File: src/pio_consts.svh
// Constants for the programmed I/O peripheral port.
// Assumes inclusion by the package and the port logic only.
`ifndef PIO_CONSTS_SVH
`define PIO_CONSTS_SVH
`define PIO_DATA_W        12
`define PIO_DEV_W         6
`define PIO_OP_W          3
`define PIO_DEV_LSB       3
`define PIO_OP_LSB        9
`define PIO_DEV_CODE      6'h30
`define PIO_OP_SKIP_BIT   0
`define PIO_OP_IN_BIT     1
`define PIO_OP_OUT_BIT    2
`define PIO_CLK_NS        10
`define PIO_INIT_NS       600
`define PIO_INIT_MIN_CYC  ((`PIO_INIT_NS / 2 + `PIO_CLK_NS - 1) / `PIO_CLK_NS)
`define PIO_CTL_READ      3'h0
`define PIO_CTL_JAM_IN    3'h3
`define PIO_CTL_OR_IN     3'h1
`define PIO_CTL_SKIP_PC   3'h4
// Idle levels of window, pulse, strobe, run and initialize, in sync order
`define PIO_SYNC_CTL_IDLE 5'h16
`endif

File: src/pio_pkg.sv
// Types shared by the programmed I/O peripheral port.
// Assumes pio_consts.svh is reachable by bare name.
`default_nettype none
`include "pio_consts.svh"
package pio_pkg;
    // Twelve-bit word on the shared data lines
    typedef logic [`PIO_DATA_W-1:0] pio_word_t;
    // Transfer phase within one window
    typedef enum logic [1:0] {PIO_IDLE, PIO_SEL, PIO_DONE} pio_phase_t;
endpackage
`default_nettype wire

File: src/pio_sync.sv
// Two-stage synchroniser for a group of pin inputs.
// Assumes the inputs are asynchronous to the sampling clock.
`default_nettype none
module pio_sync #(
    parameter int           W       = 1,
    parameter logic [W-1:0] RST_VAL = '0
) (
    // Clock and reset
    input  wire logic         clk_i,
    input  wire logic         rst_n_i,
    // Asynchronous in, synchronised out
    input  wire logic [W-1:0] d_i,
    output var  logic [W-1:0] q_o
);
    logic [W-1:0] meta_r;   // First stage, read only by the second
    logic [W-1:0] meta_nxt; // Next first stage
    logic [W-1:0] sync_r;   // Second stage
    logic [W-1:0] sync_nxt; // Next second stage

    // Next values: shift the pins through
    always_comb begin
        meta_nxt = d_i;
        sync_nxt = meta_r;
    end

    // Registers take the pins' idle levels under reset, so no false edge follows
    always_ff @(posedge clk_i or negedge rst_n_i) begin
        if (!rst_n_i) begin
            meta_r <= RST_VAL;
            sync_r <= RST_VAL;
        end else begin
            meta_r <= meta_nxt;
            sync_r <= sync_nxt;
        end
    end

    assign q_o = sync_r;
endmodule
`default_nettype wire

File: src/pio_port.sv
// Peripheral end of the programmed I/O backplane bus.
// Assumes the processor drives the window, time pulses, run and
// initialize; all bus inputs are asynchronous to CLK_SYS_I.
// Notes on behaviour
// - Decode only inside the transfer window
// - Third time pulse clears flag, loads buffer on output
// - Selected device pulls indicator line low
// - Twelve shared bidirectional data lines
// - Device drives transfer-control lines 0 and 1 for input, never line 2
// - Flag set on test pulls branch line
// - Service request low while data waits
// - Hold more-pending low until final strobe
// - Initialize pulse clears flag
`default_nettype none
`include "pio_consts.svh"
module pio_port
    import pio_pkg::*;
#(
    parameter logic [`PIO_DEV_W-1:0] DEV_CODE  = `PIO_DEV_CODE,
    parameter int                    XFER_CNT  = 1
) (
    // System clock and reset
    input  wire logic      CLK_SYS_I,
    input  wire logic      RST_N_I,
    // Instruction and timing from the processor
    input  wire pio_pkg::pio_word_t MEMORY_DATA_LINES_I,
    input  wire logic      IO_PAUSE_N_I,
    input  wire logic      THIRD_TIME_PULSE_I,
    input  wire logic      LOAD_STROBE_N_I,
    input  wire logic      RUN_N_I,
    input  wire logic      INITIALIZE_I,
    // Shared data lines, open-drain style
    input  wire pio_pkg::pio_word_t DATA_LINES_I,
    output var  pio_pkg::pio_word_t DATA_LINES_O,
    output var  pio_pkg::pio_word_t DATA_LINES_OE_N_O,
    // Open-drain control responses, low enable drives
    output var  logic      INTERNAL_IO_N_O,
    output var  logic      INTERNAL_IO_OE_N_O,
    output var  logic [2:0] TRANSFER_CONTROL_LINES_O,
    output var  logic [2:0] TRANSFER_CONTROL_LINES_OE_N_O,
    output var  logic      BRANCH_OVER_N_O,
    output var  logic      BRANCH_OVER_OE_N_O,
    output var  logic      SERVICE_REQUEST_N_O,
    output var  logic      SERVICE_REQUEST_OE_N_O,
    output var  logic      MORE_TRANSFERS_PENDING_N_O,
    output var  logic      MORE_TRANSFERS_PENDING_OE_N_O,
    // User side
    input  wire logic      USER_DATA_READY_I,
    input  wire pio_pkg::pio_word_t USER_DATA_I,
    output var  pio_pkg::pio_word_t USER_OUT_WORD_O,
    output var  logic      USER_OUT_STROBE_O,
    output var  logic      FLAG_O,
    output var  logic      RUNNING_O
);
    localparam int NSYNC = `PIO_DATA_W * 2 + 5;
    // Idle bus levels: no codes, data lines pulled high, controls released
    localparam logic [NSYNC-1:0] SYNC_IDLE = {{`PIO_DATA_W{1'h0}}, {`PIO_DATA_W{1'h1}},
                                              `PIO_SYNC_CTL_IDLE};

    // Synchronised bus inputs
    logic [NSYNC-1:0] raw_in;   // Pins gathered for the synchroniser
    logic [NSYNC-1:0] sync_in;  // Pins after two flip-flops
    pio_word_t        md_s;     // Instruction word
    pio_word_t        data_s;   // Data lines
    logic             pause_n_s;// Transfer window, low active
    logic             tp3_s;    // Third time pulse
    logic             strobe_n_s;// Register load strobe
    logic             run_n_s;  // Executing line
    logic             init_s;   // Initialize pulse

    assign raw_in = {MEMORY_DATA_LINES_I, DATA_LINES_I, IO_PAUSE_N_I,
                     THIRD_TIME_PULSE_I, LOAD_STROBE_N_I, RUN_N_I, INITIALIZE_I};

    // Every bus input crosses by two flip-flops
    pio_sync #(.W(NSYNC), .RST_VAL(SYNC_IDLE)) u_sync (
        .clk_i   (CLK_SYS_I),
        .rst_n_i (RST_N_I),
        .d_i     (raw_in),
        .q_o     (sync_in)
    );

    assign {md_s, data_s, pause_n_s, tp3_s, strobe_n_s, run_n_s, init_s} = sync_in;

    // Decoded fields of the instruction word
    logic [`PIO_DEV_W-1:0] dev_code;  // Device select field
    logic [`PIO_OP_W-1:0]  op_code;   // Operation select field
    logic                  selected;  // This device, inside the window

    // The processor places the codes on fixed bit fields
    // fields by position
    assign dev_code = md_s[`PIO_DEV_LSB +: `PIO_DEV_W];
    assign op_code  = md_s[`PIO_OP_LSB  +: `PIO_OP_W];
    assign selected = !pause_n_s && (dev_code == DEV_CODE);

    // Protocol state
    logic       flag_r,   flag_nxt;    // Device flag
    logic       tp3_d_r,  tp3_d_nxt;   // Last pulse level, for edges
    logic       stb_d_r,  stb_d_nxt;   // Last strobe level, for edges
    pio_word_t  obuf_r,   obuf_nxt;    // Output buffer register
    pio_word_t  ibuf_r,   ibuf_nxt;    // Input buffer register
    logic       ostb_r,   ostb_nxt;    // One-cycle new-word pulse
    logic [7:0] left_r,   left_nxt;    // Strobes still to come
    pio_phase_t phase_r,  phase_nxt;   // Window phase
    logic       tp3_rise;              // Third pulse leading edge
    logic       stb_fall;              // Load strobe leading edge

    assign tp3_rise = tp3_s && !tp3_d_r;
    assign stb_fall = !strobe_n_s && stb_d_r;

    // Next-state logic for flag, buffers and window tracking
    always_comb begin
        tp3_d_nxt = tp3_s;
        stb_d_nxt = strobe_n_s;
        flag_nxt  = flag_r;
        obuf_nxt  = obuf_r;
        ibuf_nxt  = ibuf_r;
        ostb_nxt  = 1'b0;
        left_nxt  = left_r;
        phase_nxt = phase_r;
        if (USER_DATA_READY_I) begin
            flag_nxt = 1'b1;
            ibuf_nxt = USER_DATA_I;
        end
        // Set wins over a clear by this pulse; initialize comes last and wins over both
        if (selected && tp3_rise) begin
            flag_nxt = USER_DATA_READY_I;
            if (op_code[`PIO_OP_OUT_BIT]) begin
                obuf_nxt = data_s;
                ostb_nxt = 1'b1;
            end
        end
        if (init_s) begin
            flag_nxt = 1'b0;
        end
        case (phase_r)
            // Waiting for the window to open on this device
            PIO_IDLE: begin
                if (selected) begin
                    phase_nxt = PIO_SEL;
                    left_nxt  = 8'(XFER_CNT);
                end
            end
            // Count strobes so the last one is let through
            PIO_SEL: begin
                if (stb_fall && left_r != 8'h00) begin
                    left_nxt = left_r - 8'h01;
                end
                if (pause_n_s) begin
                    phase_nxt = PIO_IDLE;
                end
            end
            default: begin
                phase_nxt = PIO_IDLE;
            end
        endcase
    end

    // State registers
    always_ff @(posedge CLK_SYS_I or negedge RST_N_I) begin
        if (!RST_N_I) begin
            flag_r  <= 1'b0;
            tp3_d_r <= 1'b0;
            stb_d_r <= 1'b1;
            obuf_r  <= '0;
            ibuf_r  <= '0;
            ostb_r  <= 1'b0;
            left_r  <= 8'h00;
            phase_r <= PIO_IDLE;
        end else begin
            flag_r  <= flag_nxt;
            tp3_d_r <= tp3_d_nxt;
            stb_d_r <= stb_d_nxt;
            obuf_r  <= obuf_nxt;
            ibuf_r  <= ibuf_nxt;
            ostb_r  <= ostb_nxt;
            left_r  <= left_nxt;
            phase_r <= phase_nxt;
        end
    end

    // Bus response terms
    logic drive_in;   // Place input word on data lines
    logic pending;    // More strobes to follow
    logic [2:0] ctl;  // Transfer-control pattern

    // Input is driven only for an input operation while selected
    // shared data lines
    assign drive_in = selected && op_code[`PIO_OP_IN_BIT];
    assign pending  = selected && (phase_r == PIO_SEL) && (left_r > 8'h01);

    // Control lines tell the processor where the data goes
    // choose transfer path
    always_comb begin
        ctl = `PIO_CTL_READ;
        if (drive_in) begin
            ctl = `PIO_CTL_JAM_IN;
        end
    end

    // Open-drain drivers: a line pulled low has its enable low
    always_comb begin
        DATA_LINES_O                  = ibuf_r;
        DATA_LINES_OE_N_O             = drive_in ? '0 : '1;
        INTERNAL_IO_N_O               = 1'b0;
        INTERNAL_IO_OE_N_O            = !selected;
        TRANSFER_CONTROL_LINES_O      = 3'h0;
        TRANSFER_CONTROL_LINES_OE_N_O = selected ? ~ctl : 3'h7;
        BRANCH_OVER_N_O               = 1'b0;
        BRANCH_OVER_OE_N_O            = !(selected && op_code[`PIO_OP_SKIP_BIT] && flag_r);
        SERVICE_REQUEST_N_O           = 1'b0;
        SERVICE_REQUEST_OE_N_O        = !flag_r;
        MORE_TRANSFERS_PENDING_N_O    = 1'b0;
        MORE_TRANSFERS_PENDING_OE_N_O = !pending;
    end

    // User side outputs come from registers
    assign USER_OUT_WORD_O   = obuf_r;
    assign USER_OUT_STROBE_O = ostb_r;
    assign FLAG_O            = flag_r;
    assign RUNNING_O         = !run_n_s;
endmodule
`default_nettype wire

File: config.mk
export PLATFORM = sky130hd
export DESIGN_NAME = pio_port
export DESIGN_NICKNAME = d
export VERILOG_FILES = /design/src/pio_pkg.sv /design/src/pio_sync.sv /design/src/pio_port.sv
export VERILOG_INCLUDE_DIRS = /design/src /design/src/src
export SDC_FILE = /design/constraint.sdc
export NUM_CORES = 1
export LEC_CHECK = 0
export BUFFER_PORTS_ARGS = -buffer_cell sky130_fd_sc_hd__clkbuf_2
export CORE_ASPECT_RATIO = 1.2
export CORE_UTILIZATION = 55
export CTS_BUF_LIST = sky130_fd_sc_hd__clkbuf_8
export CTS_CLUSTER_DIAMETER = 80
export CTS_CLUSTER_SIZE = 12
export DETAILED_ROUTE_END_ITERATION = 7
export GPL_ROUTABILITY_DRIVEN = 0
export PLACE_DENSITY = 0.85
export SLEW_MARGIN = 20
export SYNTH_ARGS = -nofsm -noshare
export SYNTH_HDL_FRONTEND = slang
export SYNTH_SLANG_ARGS = --single-unit
File: constraint.sdc
create_clock -name CLK_SYS_I -period 3.8 [get_ports CLK_SYS_I]
set_clock_uncertainty 0.05 [all_clocks]
set_input_delay 0.57 -clock CLK_SYS_I [delete_from_list [all_inputs] [get_ports CLK_SYS_I]]
set_output_delay 0.57 -clock CLK_SYS_I [all_outputs]
set_load 0.01 [all_outputs]
* After elaboration in Yosys (flattened, before gate mapping)
Index checks and enable logic that the tools add are counted.
Word-level totals: register bits after elaboration 96, input bits 44, output and inout port bits 53
Operators by class: add/sub/neg operators 1, order comparisons 1, equality and inequality tests 5, mux-type cells 14, bitwise gates (word level) 1, reductions and logical operators 25
Operators by type and width (count):
- 8-bit 2-to-1 mux | 2
- 8-bit one-hot mux with 2 select lines | 1
- 12-bit 2-to-1 mux | 1
- 1-bit logical AND | 10
- 8-bit by 1-bit greater-than comparator with 1-bit output (second input constant) | 1
- 1-bit zero test | 8
- 8-bit nonzero test | 1
- 8-bit by 1-bit subtractor with 8-bit output (second input constant) | 1
- 6-bit equality test (second input constant) | 1
- 2-bit 2-to-1 mux | 3
- 1-bit 2-to-1 mux | 5
- 2-bit inequality test (second input constant) | 2
- 2-bit one-hot mux with 2 select lines | 1
- 2-bit AND reduction | 2
- 3-bit 2-to-1 mux | 1
- 3-bit NOT | 1
- 3-bit AND reduction | 1
- 3-bit nonzero test | 1
- 2-bit by 1-bit equality test with 1-bit output (second input constant) | 1
- 2-bit zero test | 1
- 2-bit by 1-bit inequality test with 1-bit output (second input constant) | 1
- 2-bit nonzero test | 1

* Depth between registers and ports, before layout
Gate-level depths: netlist of run 1.
depth in word-level cells 6, depth in mapped cells 6, gate-level depth less buffers 5

* Hierarchy
Synthesis of run 1 repeated with hierarchy kept, for this count alone.
Unflattened totals: cell total of the unflattened synthesis 203, area, all modules 3258.1 µm²
By module, submodules not included:
- pio_port | instances 1, cells each 145, area each 1769.2 µm²
- pio_sync | instances 1, cells each 58, area each 1488.9 µm²

* Least setup slack after synthesis of run 1
Ideal clock, no wire load.
path kind reg2out, start reg u_sync.sync_r[4] (netlist: u_sync.q_o[4]), end out DATA_LINES_OE_N_O[10], arrival 1491 ps, path slack 1689 ps, cell stages (with the launch flop) 6, path buffers 2, cell sequence dfstp_2 > and4bb_2 > and2_1 > buf_2 > nand2_1 > buf_4
Between the ends: cells in the longest elaborated chain, start to end 4
RTL lines:
- from (decl) | RTL line pio_sync.sv:17 | logic [W-1:0] sync_r;
- from (signal assigned) | RTL line pio_sync.sv:33 | sync_r <= sync_nxt;
- 1-bit zero test | RTL line pio_port.sv:93 | assign selected = !pause_n_s && (dev_code == DEV_CODE);
- 1-bit logical AND | RTL line pio_port.sv:93
- 1-bit logical AND | RTL line pio_port.sv:188 | assign drive_in = selected && op_code[`PIO_OP_IN_BIT];
- 12-bit 2-to-1 mux | RTL line pio_port.sv:203 | DATA_LINES_OE_N_O = drive_in ? '0 : '1;
- to (decl) | RTL line pio_port.sv:35 | output var pio_pkg::pio_word_t DATA_LINES_OE_N_O,
No other way between the ends.

* Worst setup path after layout of run 1
start reg u_sync.sync_r[4] (netlist: u_sync.q_o[4]), end out TRANSFER_CONTROL_LINES_OE_N_O[0]
Between the ends: cells in the longest elaborated chain, start to end 6
RTL lines:
- 1-bit zero test * | RTL line pio_port.sv:93
- 1-bit logical AND * | RTL line pio_port.sv:93
- 1-bit logical AND | RTL line pio_port.sv:188
- 2-bit 2-to-1 mux | RTL line pio_port.sv:195 | if (drive_in) begin
- 3-bit NOT | RTL line pio_port.sv:207 | TRANSFER_CONTROL_LINES_OE_N_O = selected ? ~ctl : 3'h7;
- 3-bit 2-to-1 mux * | RTL line pio_port.sv:207
- to (decl) | RTL line pio_port.sv:40 | output var logic [2:0] TRANSFER_CONTROL_LINES_OE_N_O,
Mark *: on every way between the ends. The rest lies on a longest branch, timed or not.

==> results of run 1 <==
==> registers in the layout, indices dropped and copies added (netlist names) <==
register and count:
FLAG_O 1, u_sync.q_o 26, stb_d_r 1, DATA_LINES_O 12, u_sync.meta_r 26, USER_OUT_WORD_O 12
phase_r 1, USER_OUT_STROBE_O 1, tp3_d_r 1, left_r 8
==> metal layers <==
metal | wire (µm) | up-vias | global-route usage [%] | share of wire (%)
li1 | - | 785 | - | -
met1 | 1808 | 856 | 21.09 | 37
met2 | 2693 | 77 | 34.60 | 55
met3 | 346 | 7 | 5.642 | 7.0
met4 | 89 | 0 | 10.58 | 1.8
met5 | 0 | - | 0 | 0
==> layout by cell type, fill, tap and decap left out, types with 4 or more instances in the layout <==
cell and count:
a21oi_1 4, bufinv_16 4, clkbuf_2 84, clkbuf_8 9, conb_1 8, dfrtp_1 58
dfstp_2 31, inv_1 9, mux2_2 24, nand2_1 5, nand3_1 5
==> cells by family after synthesis <==
kind of cell    Yosys count  synth area share, %
compound gates           17                3.961
xor+xnor                  1               0.2830
fa+ha+maj                 3                1.213
buf+inv                  32                6.588
flops                    89                73.20
mux                      26                9.378
other cells               2               0.2426
simple gates             25                5.134
==> layout make-up <==
cell class	instances	share of cell area, %
tap	62	2.085
multi-input combinational	80	17.42
timing repair buffer	85	11.60
sequential	89	60.89
clock buffer	9	3.329
clock inverter	7	3.867
inverter	8	0.8070
==> Yosys cell counts, types with 2 or more instances <==
cell     instances
dfrtp_1         58
dfstp_2         31
mux2_2          24
buf_4           22
inv_1            8
nand2_1          5
nand3_1          5
a21oi_1          4
ha_1             3
o21ai_0          3
a21o_1           2
conb_1           2
mux2i_1          2
nor2_1           2
nor3_1           2
or4_4            2
==> power breakdown <==
group          leakage [nW]  switching [W]  internal (W)
Combinational         0.699      0.0000787     0.0000723
Sequential             1.05      0.0000302       0.00101
Clock                 0.137       0.000321      0.000506
Total                  1.89       0.000430       0.00159
==> stage by stage <==
stage | util (%) | area (µm²) | setup WS, ns
6_report | 69.29 | 3721 | 1.276
5_1_grt | 69.29 | 3721 | 1.155
4_1_cts | 69.22 | 3717 | 1.241
3_5_place_dp | 64.24 | 3450 | 1.635
3_3_place_gp | 64.24 | 3450 | 1.697
2_1_floorplan | - | 3118 | 1.689
==> how the worst max path moves through the flow <==
| stage | startpoint | endpoint | cells after the start |
|---|---|---|---|
| 2_1_floorplan | u_sync.q_o[4] | DATA_LINES_OE_N_O[10] | 5 |
| 3_3_place_gp | u_sync.q_o[4] | DATA_LINES_OE_N_O[8] | 4 |
| 3_5_place_dp | u_sync.q_o[4] | TRANSFER_CONTROL_LINES_OE_N_O[0] | 4 |
| 4_1_cts | u_sync.q_o[4] | TRANSFER_CONTROL_LINES_OE_N_O[0] | 4 |
| 5_1_grt | u_sync.q_o[4] | DATA_LINES_OE_N_O[0] | 4 |
| 6_report | u_sync.q_o[4] | TRANSFER_CONTROL_LINES_OE_N_O[0] | 4 |
==> critical path: stages (launching register included) <==
cell      delay [ns]
dfstp_2         0.54
and4bb_2        0.24
and2_1          0.23
nand2_1         0.34
clkbuf_2        0.21
==> impl_metrics.ini, run 1 <==
[finish]
fillCellCount = 361
drive_gt1_share_pct = 58.63
seq_area_um2 = 2266
multiInputGateArea_um2 = 648.1
num_antenna_cells = 0
finalNonFillerCells = 340
syn_to_final_growth_pct = 20.21
nets = 320

[clock_network]
cts.repair.resized = 0
cts_buffers = 9
tritoncts = yes
numClockSinks = 89
cts_setup_buffers = 0
root_buffer = clkbuf_8
clk_pin_slew_ns = 0.09
holdBufCountCts = 0
clock_latency_ns = 0.35
cts_max_path_buffers = 2
cts_max_level = 3

[floorplanning]
die_h_um = 84.18
coreArea_um2 = 5370
dieArea_um2 = 5933
rows = 29
die_w_um = 70.49
pin_count = 97
start_util_pct = 57.64

[synthesis]
ys_seq_area_share_pct = 73.20
syn_area_um2 = 3095
synth_top_area_share_pct = 46.89
synth_cells = 195
yosysWarnings = 0
ys.flop_type = dfrtp_1
synth_edf_count = 0
synth.ff_latch_count = 89
synthArstFlopShare_pct = 100.0
synthDistinctLibCells = 36
yosysTopAreaCell = dfrtp_1
avgSynthCellArea_um2 = 15.87
synth_area_leaders = dfrtp_1, dfstp_2, mux2_2

[critical_path]
r2r_slack_ns = 1.83
cp-start-kind = flop
cp-end-kind = output pin
cp_max_fo = 14
crit_type = flop to output pin
ff2ff_path_depth = 4
worstReg2RegStart = u_sync.q_o[22]
required_ns = 3.18
arrival_ns = 1.90
rr_endpoint = USER_OUT_WORD_O[4]

[worst_hold_path]
hold_path.class = input port to asynchronous set/reset pin

[global_routing]
grt_pass1_wl_mm = 8.445
grt_pass1_vias = 1867
grt_start_max_net_pins = 90
grt.total_usage_pct = 19.59
antenna_found_initial = 0
overflow = 0

[power_and_ir_drop]
pwr_density_cell_nw_per_um2 = 543.3
ir_drop_uv = 498.4
p_leak_nw = 1.887
power.total_w = 0.002022

[routing]
first_pass_iters = 6
drt_iter0_drc = 71
post_drt_wl_per_cell_um = 14.52
vias = 1725
drtAntennaViolNets = 0
drcViolationCount = 19
routed_wl_mm = 4.937
vias_per_cell = 5.074

[sta]
relSlewSlack_pct = 51.73
whs_ns = 0.1920
period_minus_slack_ns = 2.524
finalSetupViolations = 0
max_freq_mhz = 396.3
final-hold-violation-count = 0
max_slew.worst_pin.slew_ns = 0.7241
drv_slew = 0
setup-tns-final_ns = 0
grt_setup_unrepaired = false
timing.final.crit_share_pct = 66.41

[outcome]
status = finished, violations left
violations = design-rule violations

[flow_run]
max-cap-violations = 0

[placed_design]
dp_hpwl_mm = 3.300
io_buffers = 85
dp.cells = 324
Power figures use the tool's default switching activity.
==> inputs of run 2 (changes only) <==
--- a/config.mk
+++ b/config.mk
@@ -6,15 +6,16 @@
 export SDC_FILE = /design/constraint.sdc
 export NUM_CORES = 1
 export LEC_CHECK = 0
+export ABC_AREA = 1
 export BUFFER_PORTS_ARGS = -buffer_cell sky130_fd_sc_hd__clkbuf_2
 export CORE_ASPECT_RATIO = 1.2
-export CORE_UTILIZATION = 55
+export CORE_UTILIZATION = 53
 export CTS_BUF_LIST = sky130_fd_sc_hd__clkbuf_8
 export CTS_CLUSTER_DIAMETER = 80
 export CTS_CLUSTER_SIZE = 12
 export DETAILED_ROUTE_END_ITERATION = 7
 export GPL_ROUTABILITY_DRIVEN = 0
-export PLACE_DENSITY = 0.85
+export PLACE_DENSITY = 0.82
 export SLEW_MARGIN = 20
 export SYNTH_ARGS = -nofsm -noshare
 export SYNTH_HDL_FRONTEND = slang
==> constraint.sdc (replaced) <==
create_clock -name CLK_SYS_I -period 2.4 [get_ports CLK_SYS_I]
set_clock_uncertainty 0.05 [all_clocks]
set_input_delay 0.36 -clock CLK_SYS_I [delete_from_list [all_inputs] [get_ports CLK_SYS_I]]
set_output_delay 0.36 -clock CLK_SYS_I [all_outputs]
set_load 0.01 [all_outputs]
==> run 2 against run 1 <==
  * The flow now finishes without violations
  * Die area is 6.7% higher
  * Critical path depth increased by 1
  * Worst hold slack lost 0.16 ns
  * Cell area up 2.6%
  * Via count up 17%
  * Routed wire length rose by 6.3%
  * Synthesized cell count is 45% higher
  * Count of clock-buffer cells in the layout up 1
  * Critical path type unchanged
  * Critical endpoint is now DATA_LINES_OE_N_O[2]
==> impl_metrics.ini, run 2 <==
[outcome]
status = completed

[sta]
finalSetupViolations = 0
drv_slew = 0
grt_setup_unrepaired = false
setup-tns-final_ns = 0
whs_ns = 0.03620
setup_ws_ns = 0.3764
period_minus_slack_ns = 2.024
final-hold-violation-count = 0
relSlewSlack_pct = 64.41
max_freq_mhz = 494.2
timing.final.crit_share_pct = 84.32
max_slew.worst_pin.slew_ns = 0.5339

[floorplanning]
dieArea_um2 = 6331
die_w_um = 72.80
pin_count = 97
start_util_pct = 55.51
die_h_um = 86.96
coreArea_um2 = 5743
rows = 30

[clock_network]
cts_buffers = 9
numClockSinks = 89
clk_pin_slew_ns = 0.08
cts_max_level = 3
holdBufCountCts = 1
tritoncts = yes
root_buffer = clkbuf_8
cts.repair.resized = 0
cts_setup_buffers = 0
clock_latency_ns = 0.35
cts_max_path_buffers = 2

[finish]
fillCellCount = 443
finalNonFillerCells = 447
nets = 409
final_cell_mix = nand2_1, clkbuf_2, dfrtp_1
finalInstanceArea_um2 = 3816
multiInputGateArea_um2 = 695.7
syn_to_final_growth_pct = 19.70
layout_commonest_cell = nand2_1
drive_gt1_share_pct = 38.15
seq_area_um2 = 2266
num_antenna_cells = 0

[global_routing]
grt_pass1_vias = 1906
overflow = 0
grt_pass1_wl_mm = 8.418
antenna_found_initial = 0
grt.total_usage_pct = 18.12
grt_start_max_net_pins = 47

[synthesis]
synth_cells = 283
yosysWarnings = 0
synthDistinctLibCells = 25
synth_edf_count = 0
yosysTopAreaCell = dfrtp_1
synth.ff_latch_count = 89
avgSynthCellArea_um2 = 11.27
synthArstFlopShare_pct = 100.0
syn_area_um2 = 3188
synth_area_leaders = dfrtp_1, dfstp_2, nand2_1
ys_seq_area_share_pct = 71.08
ys.flop_type = dfrtp_1
post-synth-top-count-cell = nand2_1
synthTopCellsByCount = nand2_1, dfrtp_1, dfstp_2
synth_top_area_share_pct = 45.53

[placed_design]
dp_slack_ns = 0.6738
placed_area_um2 = 3577
io_buffers = 85
dp.cells = 430
dp_hpwl_mm = 3.673

[routing]
vias_per_cell = 4.532
drcViolationCount = 0
post_drt_wl_per_cell_um = 11.74
routed_wl_mm = 5.247
vias = 2026
drt_iter0_drc = 118
drtAntennaViolNets = 0
first_pass_iters = 6

[critical_path]
max_stage_delay_ns = 0.36
required_ns = 1.99
cp_max_fo = 14
cp_cell_sequence = nor2_1 -> nand2_1 -> nor2_4 -> nand2_1 -> clkbuf_2
cp-end-kind = output pin
cp-start-kind = flop
r2r_slack_ns = 0.64
crit_type = flop to output pin
slowest_stage = dfrtp_1
cpMostUsedCell = nand2_1
arrival_ns = 1.61

[power_and_ir_drop]
pwr_density_cell_nw_per_um2 = 786.0
ir_drop_uv = 608.7
p_leak_nw = 2.014

[worst_hold_path]
hold_path.class = input port to flop

[flow_run]
max-cap-violations = 0
-- run 2: changes by cell type after synthesis, sizes merged, moves of 3 or more --
| cell | previous run | this run |
|---|---|---|
| nand3 | 5 | 15 |
| nor2 | 2 | 15 |
| a21oi | 4 | 1 |
| nand2 | 5 | 105 |
| mux2 | 24 | 0 |
| inv | 8 | 16 |
-- run 2: worst max-delay path: cells and delay by family, from the launching register on --
family / cells / cell delay (ns)
buffers and inverters: 1 / 0.21
DFF: 1 / 0.36
and+or+nand+nor: 4 / 0.70
-- run 2: path summary, 6_finish.rpt --
path,startpoint,end,depth (start not counted)
worst min-delay path,DATA_LINES_I[4],u_sync.meta_r[9],1
max in group asynchronous,RST_N_I,u_sync.q_o[4],3
worst max register to register,left_r[4],left_r[6],6
min in group asynchronous,RST_N_I,DATA_LINES_O[8],2
worst min register to register,u_sync.meta_r[20],u_sync.q_o[20],0
worst max-delay path,u_sync.q_o[23],DATA_LINES_OE_N_O[2],5
-- run 2: kinds of logic after synthesis --
logic type | Yosys count | synth area share, %
adders and majority gates | 3 | 1.178
xor gates and xnor gates | 1 | 0.2748
AOI/OAI and AO/OA | 7 | 1.295
DFF | 89 | 71.08
other | 2 | 0.2356
buffers and inverters | 42 | 7.810
and+or+nand+nor | 139 | 18.13
-- run 2: per-stage QoR --
step           total power [W]  utilization (%)
6_report              0.002999            66.45
5_1_grt               0.003135            66.45
4_1_cts               0.003033            66.45
3_5_place_dp          0.001894            62.29
3_3_place_gp          0.001878            62.29
2_1_floorplan         0.001782                -
-- run 2: routing by layer --
layer	wire (µm)	up-vias	track usage (%)	share of wire (%)
met4	47	0	8.556	0.90
met5	0	-	0	0
li1	-	997	-	-
met3	297	8	5.324	5.7
met2	2601	88	29.31	50
met1	2300	933	22.41	44
-- run 2: layout make-up --
type                    count  share of cell area [%]
clock inverters             6                   2.393
flip-flops and latches     89                   59.38
clock buffers              10                   3.607
well taps                  80                   2.623
multi-input cells         158                   18.23
repair buffers             88                   12.20
inverters                  16                   1.574
-- run 2: report_power, final --
group	internal, W	total (W)	switching (W)
registers	0.00160	0.00163	0.0000376
clock network	0.000620	0.00113	0.000513
logic	0.0000917	0.000232	0.000141
